File: config.mk
export PLATFORM = sky130hd
export DESIGN_NAME = oad_decode
export DESIGN_NICKNAME = d
export VERILOG_FILES = /design/src/design/oad_pkg.sv /design/src/design/oad_decode.sv /design/src/design/oad_const_gen.sv /design/src/design/oad_reg_format.sv
export SDC_FILE = /design/constraint.sdc
export NUM_CORES = 1
export LEC_CHECK = 0
export BUFFER_PORTS_ARGS = -buffer_cell sky130_fd_sc_hd__buf_4
export CAP_MARGIN = 20
export CORE_MARGIN = 3
export CORE_UTILIZATION = 59
export CTS_CLUSTER_DIAMETER = 200
export DETAILED_ROUTE_END_ITERATION = 10
export PLACE_DENSITY_LB_ADDON = 0.08
export SETUP_SLACK_MARGIN = 0.4
export SLEW_MARGIN = 25
export SYNTH_ARGS = -nofsm -noshare
export SYNTH_HDL_FRONTEND = slang
export SYNTH_SLANG_ARGS = --single-unit
File: constraint.sdc
create_clock -name mclk_i -period 8.4 [get_ports mclk_i]
set_input_delay 1.68 -clock mclk_i [delete_from_list [all_inputs] [get_ports mclk_i]]
set_output_delay 1.68 -clock mclk_i [all_outputs]
set_load 0.005 [all_outputs]
File: src/design/oad_pkg.sv
// Shared constants and types for the operand addressing decoder
`default_nettype none
package oad_pkg;
   // Datapath widths
   localparam int ADDR_W = 20;
   localparam int WORD_W = 16;
   localparam int REGN_W = 4;
   // Register numbers with special meaning
   localparam logic [3:0] REG_PC = 4'h0;
   localparam logic [3:0] REG_SR = 4'h2;
   localparam logic [3:0] REG_CG2 = 4'h3;
   // Source mode field codes
   localparam logic [1:0] SM_REG = 2'h0;
   localparam logic [1:0] SM_IDX = 2'h1;
   localparam logic [1:0] SM_IND = 2'h2;
   localparam logic [1:0] SM_INC = 2'h3;
   // Extension word field positions
   localparam int EXT_SRC_HI = 10;
   localparam int EXT_SRC_LO = 7;
   localparam int EXT_AL = 6;
   localparam int EXT_DST_HI = 3;
   localparam int EXT_DST_LO = 0;
   // Generated constants
   localparam logic [19:0] K_ZERO = 20'h00000;
   localparam logic [19:0] K_ONE = 20'h00001;
   localparam logic [19:0] K_TWO = 20'h00002;
   localparam logic [19:0] K_FOUR = 20'h00004;
   localparam logic [19:0] K_EIGHT = 20'h00008;
   localparam logic [19:0] K_ONES_B = 20'h000FF;
   localparam logic [19:0] K_ONES_W = 20'h0FFFF;
   localparam logic [19:0] K_ONES_A = 20'hFFFFF;
   // Autoincrement steps and program counter step per code word
   localparam logic [19:0] STEP_B = 20'h00001;
   localparam logic [19:0] STEP_W = 20'h00002;
   localparam logic [19:0] STEP_A = 20'h00004;
   localparam logic [19:0] PC_STEP = 20'h00002;
   // Control and status port
   localparam logic [3:0] OFS_CTRL = 4'h0;
   localparam logic [3:0] OFS_STAT = 4'h4;
   localparam int CTRL_EN = 0;
   localparam logic CTRL_RST = 1'b1;
   localparam logic [15:0] CNT_RST = 16'h0000;
   typedef enum logic [1:0] {OAD_W_BYTE, OAD_W_WORD, OAD_W_AWORD} oad_width_e;
   typedef enum logic [1:0] {OAD_K_REG, OAD_K_MEM, OAD_K_CONST} oad_kind_e;
   typedef enum logic [1:0] {OAD_S_IDLE, OAD_S_SRCW, OAD_S_DSTW, OAD_S_FIN} oad_state_e;

   // Operand width from extension presence, length bit and byte/word bit
   function automatic oad_width_e width_of(input logic ext, input logic al, input logic bw);
      if (!ext)
         return bw ? OAD_W_BYTE : OAD_W_WORD;
      else if (!al && bw)
         return OAD_W_AWORD;
      else if (al && bw)
         return OAD_W_BYTE;
      else
         return OAD_W_WORD;
   endfunction
endpackage
`default_nettype wire

File: src/design/oad_decode.sv
// Operand addressing decoder: mode decode, code word fetch, register shaping
// Operation
// - Seven source modes, four destination modes
// - Twenty-bit addresses reach the whole space
// - Register mode uses register contents directly
// - Indexed address is register plus index
// - Symbolic is indexed from program counter
// - Absolute is indexed from zero status base
// - Source indirect uses register as pointer
// - Autoincrement adds one, two or four
// - Immediate takes constant from next word
// - Any source pairs with any destination
// - Register mode valid for both operands
// - Byte write clears destination bits 19:8
// - Word write clears destination bits 19:16
// - Address-word moves all twenty bits
// - Source register written back only by autoincrement
// - Sign extend of a byte copies bit 7 upward
// - Length and byte bits 01 select twenty-bit
// - Second generator yields 0, 1, 2, minus one
// - First generator: absolute zero, 4, 8
//
// The strobed register port and the placing of the registers were left to the implementer.
`default_nettype none
module oad_decode (
   input wire logic mclk_i,
   input wire logic rst_i,
   input wire logic [3:0] addr_i,
   input wire logic [31:0] wdata_i,
   input wire logic wr_i,
   input wire logic rd_i,
   output logic [31:0] rdata_o,
   input wire logic pc_load_i,
   input wire logic [19:0] pc_load_val_i,
   input wire logic start_i,
   input wire logic ext_valid_i,
   input wire logic [15:0] ext_word_i,
   input wire logic [3:0] source_register_i,
   input wire logic [1:0] source_mode_field_i,
   input wire logic [3:0] dest_register_i,
   input wire logic dest_mode_i,
   input wire logic byte_word_i,
   input wire logic [19:0] src_reg_val_i,
   input wire logic [19:0] dst_reg_val_i,
   input wire logic word_valid_i,
   input wire logic [15:0] word_i,
   input wire logic wb_we_i,
   input wire logic [19:0] wb_data_i,
   input wire logic sign_extend_op_i,
   output logic busy_o,
   output logic word_req_o,
   output logic [19:0] program_counter_o,
   output logic done_o,
   output logic [1:0] width_o,
   output logic [1:0] src_kind_o,
   output logic [19:0] src_addr_o,
   output logic [19:0] src_val_o,
   output logic [1:0] dst_kind_o,
   output logic [19:0] dst_addr_o,
   output logic inc_we_o,
   output logic [3:0] inc_reg_o,
   output logic [19:0] inc_val_o,
   output logic wb_we_o,
   output logic [3:0] wb_reg_o,
   output logic [19:0] wb_data_o
);
   oad_pkg::oad_state_e state_r, state_nxt;
   oad_pkg::oad_width_e width_r;
   logic ctrl_en_r;
   logic [15:0] count_r;
   logic [31:0] rdata_r;
   logic [19:0] pc_r, pc_nxt, pc_start_r;
   logic [2:0] words_r;
   logic ext_r, dmode_r, check_r;
   logic [3:0] sreg_r, dreg_r, src_hi_r, dst_hi_r;
   logic [1:0] smode_r;
   logic [19:0] sval_r, dval_r, spc_r, dpc_r;
   logic [15:0] sword_r, dword_r;
   logic word_take, start_take, need_src, need_dst, cg_hit;
   logic [19:0] cg_val, src_shaped, wb_shaped, src_idx, dst_idx, src_base, dst_base;
   logic [19:0] step, src_imm;
   oad_pkg::oad_width_e width_in;
   oad_pkg::oad_kind_e skind, dkind;
   logic [19:0] saddr, sval;

   // Index combining: extension bits on top, otherwise a sign-extended word
   function automatic logic [19:0] index_of(input logic ext, input logic [3:0] hi,
                                           input logic [15:0] w);
      return ext ? {hi, w} : {{4{w[15]}}, w};
   endfunction

   // Word-level decode of the capture inputs and of the held fields
   assign width_in = oad_pkg::width_of(ext_valid_i, ext_word_i[oad_pkg::EXT_AL],
                                       byte_word_i);
   // A start during the check cycle would overwrite the held fields, so it is refused
   assign start_take = start_i && ctrl_en_r && (state_r == oad_pkg::OAD_S_IDLE) && !check_r;
   assign word_take = word_req_o && word_valid_i;
   // Indexed and immediate need a word; the generators do not
   assign need_src = ((smode_r == oad_pkg::SM_IDX) && (sreg_r != oad_pkg::REG_CG2)) ||
                     ((smode_r == oad_pkg::SM_INC) && (sreg_r == oad_pkg::REG_PC));
   assign need_dst = dmode_r;

   oad_const_gen u_cg (
      .reg_i(sreg_r),
      .mode_i(smode_r),
      .width_i(width_r),
      .hit_o(cg_hit),
      .value_o(cg_val)
   );

   oad_reg_format u_src_fmt (
      .data_i(sval_r),
      .width_i(width_r),
      .sxt_i(1'b0),
      .data_o(src_shaped)
   );

   oad_reg_format u_wb_fmt (
      .data_i(wb_data_i),
      .width_i(width_r),
      .sxt_i(sign_extend_op_i),
      .data_o(wb_shaped)
   );

   // Base selection: program counter for symbolic, zero for absolute
   assign src_base = (sreg_r == oad_pkg::REG_PC) ? spc_r :
                     (sreg_r == oad_pkg::REG_SR) ? oad_pkg::K_ZERO : sval_r;
   assign dst_base = (dreg_r == oad_pkg::REG_PC) ? dpc_r :
                     (dreg_r == oad_pkg::REG_SR) ? oad_pkg::K_ZERO : dval_r;
   // Addition wraps inside the twenty-bit space
   assign src_idx = src_base + index_of(ext_r, src_hi_r, sword_r);
   assign dst_idx = dst_base + index_of(ext_r, dst_hi_r, dword_r);
   assign src_imm = ext_r ? {src_hi_r, sword_r} : {4'h0, sword_r};
   assign step = (width_r == oad_pkg::OAD_W_BYTE) ? oad_pkg::STEP_B :
                 (width_r == oad_pkg::OAD_W_WORD) ? oad_pkg::STEP_W : oad_pkg::STEP_A;

   // Source operand location, generators checked first
   assign skind = cg_hit ? oad_pkg::OAD_K_CONST :
                  (smode_r == oad_pkg::SM_REG) ? oad_pkg::OAD_K_REG :
                  (smode_r == oad_pkg::SM_INC && sreg_r == oad_pkg::REG_PC) ?
                  oad_pkg::OAD_K_CONST : oad_pkg::OAD_K_MEM;
   assign saddr = (smode_r == oad_pkg::SM_IDX) ? src_idx : sval_r;
   assign sval = cg_hit ? cg_val : (smode_r == oad_pkg::SM_REG) ? src_shaped : src_imm;
   // Destination is independent of the source choice
   assign dkind = dmode_r ? oad_pkg::OAD_K_MEM : oad_pkg::OAD_K_REG;

   // A one-cycle check state after capture keeps the word decode on held fields
   oad_pkg::oad_state_e route_nxt;
   assign route_nxt = need_src ? oad_pkg::OAD_S_SRCW :
                      need_dst ? oad_pkg::OAD_S_DSTW : oad_pkg::OAD_S_IDLE;

   // Sequencer: check, then source word, then destination word, then finish
   always_comb
   begin
      state_nxt = state_r;
      if (check_r)
         state_nxt = (route_nxt != oad_pkg::OAD_S_IDLE) ? route_nxt : oad_pkg::OAD_S_FIN;
      else
         case (state_r)
            oad_pkg::OAD_S_FIN:
               state_nxt = oad_pkg::OAD_S_IDLE;
            oad_pkg::OAD_S_SRCW:
               if (word_take)
                  state_nxt = need_dst ? oad_pkg::OAD_S_DSTW : oad_pkg::OAD_S_FIN;
            oad_pkg::OAD_S_DSTW:
               if (word_take)
                  state_nxt = oad_pkg::OAD_S_FIN;
            default:
               state_nxt = state_r;
         endcase
   end

   // Program counter: one word per instruction, extension and code word
   localparam logic [19:0] PC_TWO = 20'h00004;
   assign pc_nxt = pc_load_i ? pc_load_val_i :
                   start_take ? pc_r + (ext_valid_i ? PC_TWO : oad_pkg::PC_STEP) :
                   word_take ? pc_r + oad_pkg::PC_STEP : pc_r;
   assign program_counter_o = pc_r;

   // Control state and phase
   always_ff @(posedge mclk_i)
   begin
      if (rst_i)
      begin
         state_r <= oad_pkg::OAD_S_IDLE;
         check_r <= 1'b0;
         pc_r <= oad_pkg::K_ZERO;
         words_r <= 3'h0;
      end
      else
      begin
         check_r <= start_take;
         state_r <= state_nxt;
         pc_r <= pc_nxt;
         words_r <= start_take ? (ext_valid_i ? 3'h2 : 3'h1) : words_r + {2'h0, word_take};
      end
   end

   // Field capture at instruction start
   always_ff @(posedge mclk_i)
   begin
      if (rst_i)
      begin
         {ext_r, dmode_r, sreg_r, dreg_r, smode_r} <= 12'h000;
         {src_hi_r, dst_hi_r, sval_r, dval_r} <= 48'h0;
         width_r <= oad_pkg::OAD_W_WORD;
         pc_start_r <= oad_pkg::K_ZERO;
      end
      else if (start_take)
      begin
         ext_r <= ext_valid_i;
         dmode_r <= dest_mode_i;
         sreg_r <= source_register_i;
         dreg_r <= dest_register_i;
         smode_r <= source_mode_field_i;
         src_hi_r <= ext_word_i[oad_pkg::EXT_SRC_HI:oad_pkg::EXT_SRC_LO];
         dst_hi_r <= ext_word_i[oad_pkg::EXT_DST_HI:oad_pkg::EXT_DST_LO];
         sval_r <= src_reg_val_i;
         dval_r <= dst_reg_val_i;
         width_r <= width_in;
         pc_start_r <= pc_r;
      end
   end

   // Code word capture; the base is the address of the word itself
   always_ff @(posedge mclk_i)
   begin
      if (rst_i)
      begin
         {sword_r, dword_r} <= 32'h0;
         {spc_r, dpc_r} <= 40'h0;
      end
      else if (word_take && state_r == oad_pkg::OAD_S_SRCW)
      begin
         sword_r <= word_i;
         spc_r <= pc_r;
      end
      else if (word_take)
      begin
         dword_r <= word_i;
         dpc_r <= pc_r;
      end
   end

   // Results presented one cycle after the finish state; done and the pointer step last one cycle, the rest hold until the next finish
   always_ff @(posedge mclk_i)
   begin
      if (rst_i)
      begin
         {done_o, inc_we_o, busy_o, word_req_o} <= 4'h0;
         {src_kind_o, dst_kind_o, width_o} <= 6'h0;
         {src_addr_o, src_val_o, dst_addr_o, inc_val_o} <= 80'h0;
         inc_reg_o <= 4'h0;
      end
      else
      begin
         done_o <= (state_r == oad_pkg::OAD_S_FIN) && !check_r;
         busy_o <= !(state_r == oad_pkg::OAD_S_IDLE && !start_take && !check_r) ||
                   (state_r == oad_pkg::OAD_S_FIN);
         word_req_o <= (check_r && route_nxt != oad_pkg::OAD_S_IDLE) ||
                       (!check_r && (state_r == oad_pkg::OAD_S_SRCW ||
                       state_r == oad_pkg::OAD_S_DSTW) && !(word_take &&
                       (state_r == oad_pkg::OAD_S_DSTW || !need_dst)));
         if (state_r == oad_pkg::OAD_S_FIN && !check_r)
         begin
            width_o <= width_r;
            src_kind_o <= skind;
            src_addr_o <= saddr;
            src_val_o <= sval;
            dst_kind_o <= dkind;
            dst_addr_o <= dst_idx;
            // Pointer step only for a general register, never for the generators
            inc_we_o <= (smode_r == oad_pkg::SM_INC) && !cg_hit &&
                        (sreg_r != oad_pkg::REG_PC);
            inc_reg_o <= sreg_r;
            inc_val_o <= sval_r + step;
         end
         else
            inc_we_o <= 1'b0;
      end
   end

   // Result write-back goes to the destination register only
   always_ff @(posedge mclk_i)
   begin
      if (rst_i)
      begin
         wb_we_o <= 1'b0;
         wb_reg_o <= 4'h0;
         wb_data_o <= oad_pkg::K_ZERO;
      end
      else
      begin
         wb_we_o <= wb_we_i;
         wb_reg_o <= dreg_r;
         wb_data_o <= wb_shaped;
      end
   end

   // Control and status port; unmapped reads return zero
   logic [31:0] rd_mux;
   assign rd_mux = (addr_i == oad_pkg::OFS_CTRL) ? {31'h0, ctrl_en_r} :
                   (addr_i == oad_pkg::OFS_STAT) ? {15'h0, busy_o, count_r} : 32'h0;
   always_ff @(posedge mclk_i)
   begin
      if (rst_i)
      begin
         ctrl_en_r <= oad_pkg::CTRL_RST;
         count_r <= oad_pkg::CNT_RST;
         rdata_r <= 32'h0;
      end
      else
      begin
         if (wr_i && addr_i == oad_pkg::OFS_CTRL)
            ctrl_en_r <= wdata_i[oad_pkg::CTRL_EN];
         count_r <= count_r + {15'h0, done_o};
         rdata_r <= rd_i ? rd_mux : 32'h0;
      end
   end
   assign rdata_o = rdata_r;
endmodule // oad_decode
`default_nettype wire

File: src/design/oad_const_gen.sv
// Constant source decoder for the two generator registers
`default_nettype none
module oad_const_gen (
   input wire logic [3:0] reg_i,
   input wire logic [1:0] mode_i,
   input wire oad_pkg::oad_width_e width_i,
   output logic hit_o,
   output logic [19:0] value_o
);
   logic one_hit;
   logic two_hit;
   logic [19:0] ones;
   logic [19:0] one_val;
   logic [19:0] two_val;

   // All-ones follows the operand width
   assign ones = (width_i == oad_pkg::OAD_W_BYTE) ? oad_pkg::K_ONES_B :
                 (width_i == oad_pkg::OAD_W_WORD) ? oad_pkg::K_ONES_W : oad_pkg::K_ONES_A;
   // Second source: every mode is a constant
   assign two_hit = (reg_i == oad_pkg::REG_CG2);
   assign two_val = (mode_i == oad_pkg::SM_REG) ? oad_pkg::K_ZERO :
                    (mode_i == oad_pkg::SM_IDX) ? oad_pkg::K_ONE :
                    (mode_i == oad_pkg::SM_IND) ? oad_pkg::K_TWO : ones;
   // First source: only the two indirect codes are constants
   assign one_hit = (reg_i == oad_pkg::REG_SR) && mode_i[1];
   assign one_val = mode_i[0] ? oad_pkg::K_EIGHT : oad_pkg::K_FOUR;
   assign hit_o = one_hit || two_hit;
   assign value_o = two_hit ? two_val : (one_hit ? one_val : oad_pkg::K_ZERO);
endmodule // oad_const_gen
`default_nettype wire

File: src/design/oad_reg_format.sv
// Register data shaping by operand width, with sign extension
`default_nettype none
module oad_reg_format (
   input wire logic [19:0] data_i,
   input wire oad_pkg::oad_width_e width_i,
   input wire logic sxt_i,
   output logic [19:0] data_o
);
   logic [19:0] byte_val;
   logic [19:0] word_val;

   // Byte results clear the upper bits unless sign extension is asked
   assign byte_val = sxt_i ? {{12{data_i[7]}}, data_i[7:0]} : {12'h000, data_i[7:0]};
   assign word_val = {4'h0, data_i[15:0]};
   assign data_o = (width_i == oad_pkg::OAD_W_BYTE) ? byte_val :
                   (width_i == oad_pkg::OAD_W_WORD) ? word_val : data_i;
endmodule // oad_reg_format
`default_nettype wire

==> impl_metrics.yaml <==
outcome:
  outcome: "completed"
cts:
  clock_latency_ns: 0.52
  cts_setup_buffers: 0
  hold_buffers: 0
  clk_pin_slew_ns: 0.06
  cts_buffers: 34
  cts_tree: "yes"
  cts.path.max_buffers: 3
  htree_levels: 2
  clock-sinks: 309
  post_cts_resize_count: 0
  clockRootBuffer: "clkbuf_16"
logic_synthesis:
  synth_top_area_cell: "dfxtp_1"
  synthDistinctLibCells: 80
  synthTopCellsByArea: "dfxtp_1 (42%), nand2_1 (12%), a21oi_1 (8.5%)"
  synthCells: 1921
  syn_avg_cell_area_um2: 7.76
  netlist_area_mm2: 0.0149
  synth_edf_count: 0
  synth-async-reset-ratio: 0
  ys.flop_type: "dfxtp_1"
  netlist.area_leader.share: 0.415
  ys_seq_area_frac: 0.415
  ys_warn_count: 0
  synth_seq_cells: 309
power:
  leakage_nw: 7.58
  ir_drop_v: 0.000137
  p_sw_frac: 0.264
  powerDensity_mw_per_mm2: 192
  p_comb_frac: 0.113
  seq_power_share: 0.456
  internal-power_mw: 2.57
  p_sw_uw: 920
  p_clk_frac: 0.431
flow_run:
  maxCapViolations: 0
global_route:
  track_usage: 0.339
  overflow: 0
  grt_first_pass_wirelength_um: 72900
  antenna_found_initial: 0
  grt_max_degree: 139
  grt_pass1_vias: 13468
critical_path:
  crit_buf_inv: 2
  path_common_cell: "buf_4"
  critPathKind: "in2reg"
  end_kind: "register"
  path_delay_family: "simple AND/OR/NAND/NOR gates"
  cp_slowest_cell: "buf_4"
  cp_max_fo: 63
  max_stage_delay_ns: 0.63
  path_cells: "buf_4, and4b_2, buf_4, nand2_1, ha_1, fa_1, nand4_1, a21oi_1, xnor2_1, a211oi_1"
  crit_required_ns: 8.83
  start_kind: "input port"
  crit_arrival_ns: 4.55
floorplan:
  die-width_um: 165
  io_pins: 341
  die_h_um: 165
  num_rows: 57
  coreArea_mm2: 0.0245
  initial_core_util: 0.607
  dieArea_mm2: 0.0272
drt:
  wirelength_um: 48000
  drc: 0
  first_iter_violations: 1525
  wire_per_inst_um: 19.4
  vias_per_cell: 5.95
  ant_nets: 0
  drtPass1Iterations: 6
  dr_total_vias: 14727
sta:
  setup_tns_ns: 0
  fmax_ghz: 0.243
  finalSetupViolCount: 0
  period_share: 0.490
  worst_slew_pin_slew_ns: 1.01
  timing.hold.ws_ns: 0.450
  rsz0062_at_grt: "no"
  drv_slew: 0
  fin_worst_skew_ns: 0.0115
  period_minus_slack_ns: 4.11
  slew_headroom: 0.327
  finalHoldViolations: 0
placement:
  place.port_buffers: 286
  gp_congestion: 0.989
  place.detailed.hpwl_um: 34500
finish:
  layout.nets: 2348
  area.growth.synth_to_final_pct: 21.8
  drive_above_1_share: 0.175
min_path:
  worstHoldPathType: "reg2reg"
==> stage by stage <==
stage / cell area (µm²) / cells / utilization / total power [mW] / setup WS (ns)
after floorplan: 15000 / 1936 / - / 1.83 / 4.69
after global placement: 17000 / 2413 / 0.693 / 1.99 / 3.90
after detailed placement: 17000 / 2413 / 0.693 / 2.00 / 3.85
after CTS: 18100 / 2473 / 0.739 / 3.49 / 4.36
after global routing: 18100 / 2473 / 0.740 / 3.60 / 4.11
final: 18100 / 2474 / 0.740 / 3.49 / 4.29
==> Yosys cell counts (5+ instances only) <==
master / n
buf_2: 15
nand3b_1: 40
dfxtp_1: 309
nor2_1: 97
a211o_1: 6
or3_1: 17
a311oi_1: 8
and2_1: 19
nor4_1: 5
xnor2_1: 30
nor3_1: 24
and4_1: 7
mux2i_1: 9
buf_1: 21
and3_1: 13
nand2b_1: 11
a22oi_1: 6
a22o_1: 8
o21ai_1: 10
inv_1: 22
ha_1: 49
a21o_1: 14
buf_4: 16
o21a_1: 5
a211oi_1: 25
nand4_1: 13
a31oi_1: 10
o21ai_0: 77
o22ai_1: 6
nand3_1: 50
nand2_1: 494
clkbuf_1: 95
a21oi_1: 253
xor2_1: 28
nor2b_1: 25
o211ai_1: 10
==> kinds of logic after synthesis <==
family	after synthesis	share of synthesized area
muxes	10	0.00680
other	1	0.000252
AOI/OAI and AO/OA	483	0.194
xor gates and xnor gates	58	0.0341
DFF	309	0.415
adders and majority gates	53	0.0465
and+or+nand+nor	835	0.255
buffers and inverters	172	0.0486
==> worst min-delay path: stages, from the launching register on <==
cell	delay (ns)
dfxtp_1	0.31
nand2_1	0.05
a21oi_1	0.05
==> final timing paths <==
check,slack [ns],cells after the start,from,to
setup / recovery,4.29,10,start_i,program_counter_o[11]$_SDFFE_PP0P_
hold / removal,0.45,2,dst_addr_o[2]$_SDFFE_PP0P_,dst_addr_o[2]$_SDFFE_PP0P_
setup reg to reg,4.77,11,sreg_r[0]$_SDFFE_PP0N_,src_addr_o[16]$_SDFFE_PP0P_
hold reg to reg,0.45,2,dst_addr_o[2]$_SDFFE_PP0P_,dst_addr_o[2]$_SDFFE_PP0P_
==> power by group through the flow <==
stage                     Combinational [mW]  Clock, mW  Sequential [mW]
after floorplan                        0.250          0             1.58
after global placement                 0.376          0             1.62
after detailed placement               0.385          0             1.62
after CTS                              0.388       1.51             1.59
after global routing                   0.431       1.58             1.59
final                                  0.395       1.50             1.59
==> state kept, by name, summed over array words and instances (netlist names), 4 cells and up <==
name and cells:
spc_r 20, src_addr_o 20, dpc_r 20, program_counter_o 20, inc_reg_o 4, dval_r 20
sreg_r 4, dreg_r 4, sval_r 20, src_val_o 20, sword_r 16, src_hi_r 4
dword_r 16, wb_reg_o 4, inc_val_o 20, dst_addr_o 20, dst_hi_r 4, wb_data_o 20
rdata_o 17, count_r 16
==> placed cells by master, fill, tap and decap left out, types with 5 or more instances in the layout <==
master	count
a21oi_1	253
mux2i_1	9
and3_1	13
or3_1	17
o22ai_1	6
a311oi_1	8
a211oi_1	25
clkinv_2	6
nand3_1	50
and2_1	19
a22o_1	8
nand4_1	13
o21ai_1	9
and4_1	7
xor2_1	28
nand2b_1	10
buf_4	299
clkbuf_1	7
inv_1	22
a22oi_1	6
ha_1	49
o21a_1	5
xnor2_1	30
a211o_1	6
nor2_1	96
nor4_1	5
nand3b_1	40
conb_1	16
dfxtp_1	309
clkbuf_16	35
nor3_1	22
a21o_1	14
nor2b_1	24
nand2_1	493
o211ai_1	10
o21ai_0	77
a31oi_1	10
==> routing by layer <==
layer | wire (µm) | vias up | GRT usage
met5 | 0 | - | 0
met4 | 1290 | 0 | 0.101
met3 | 4830 | 94 | 0.0564
met2 | 22000 | 760 | 0.550
met1 | 19900 | 6884 | 0.465
li1 | - | 6989 | -
==> final cells by class <==
type	count	area (µm²)
Clock buffer	46	957
Inverter	25	93.8
Timing Repair Buffer	300	2260
Antenna cell	1	2.50
Clock inverter	14	171
Tap cell	324	405
Multi-Input combinational cell	1455	8080
Fill cell	1945	6390
Sequential cell	309	6190
No activity file was read; power rests on OpenSTA's default activity.
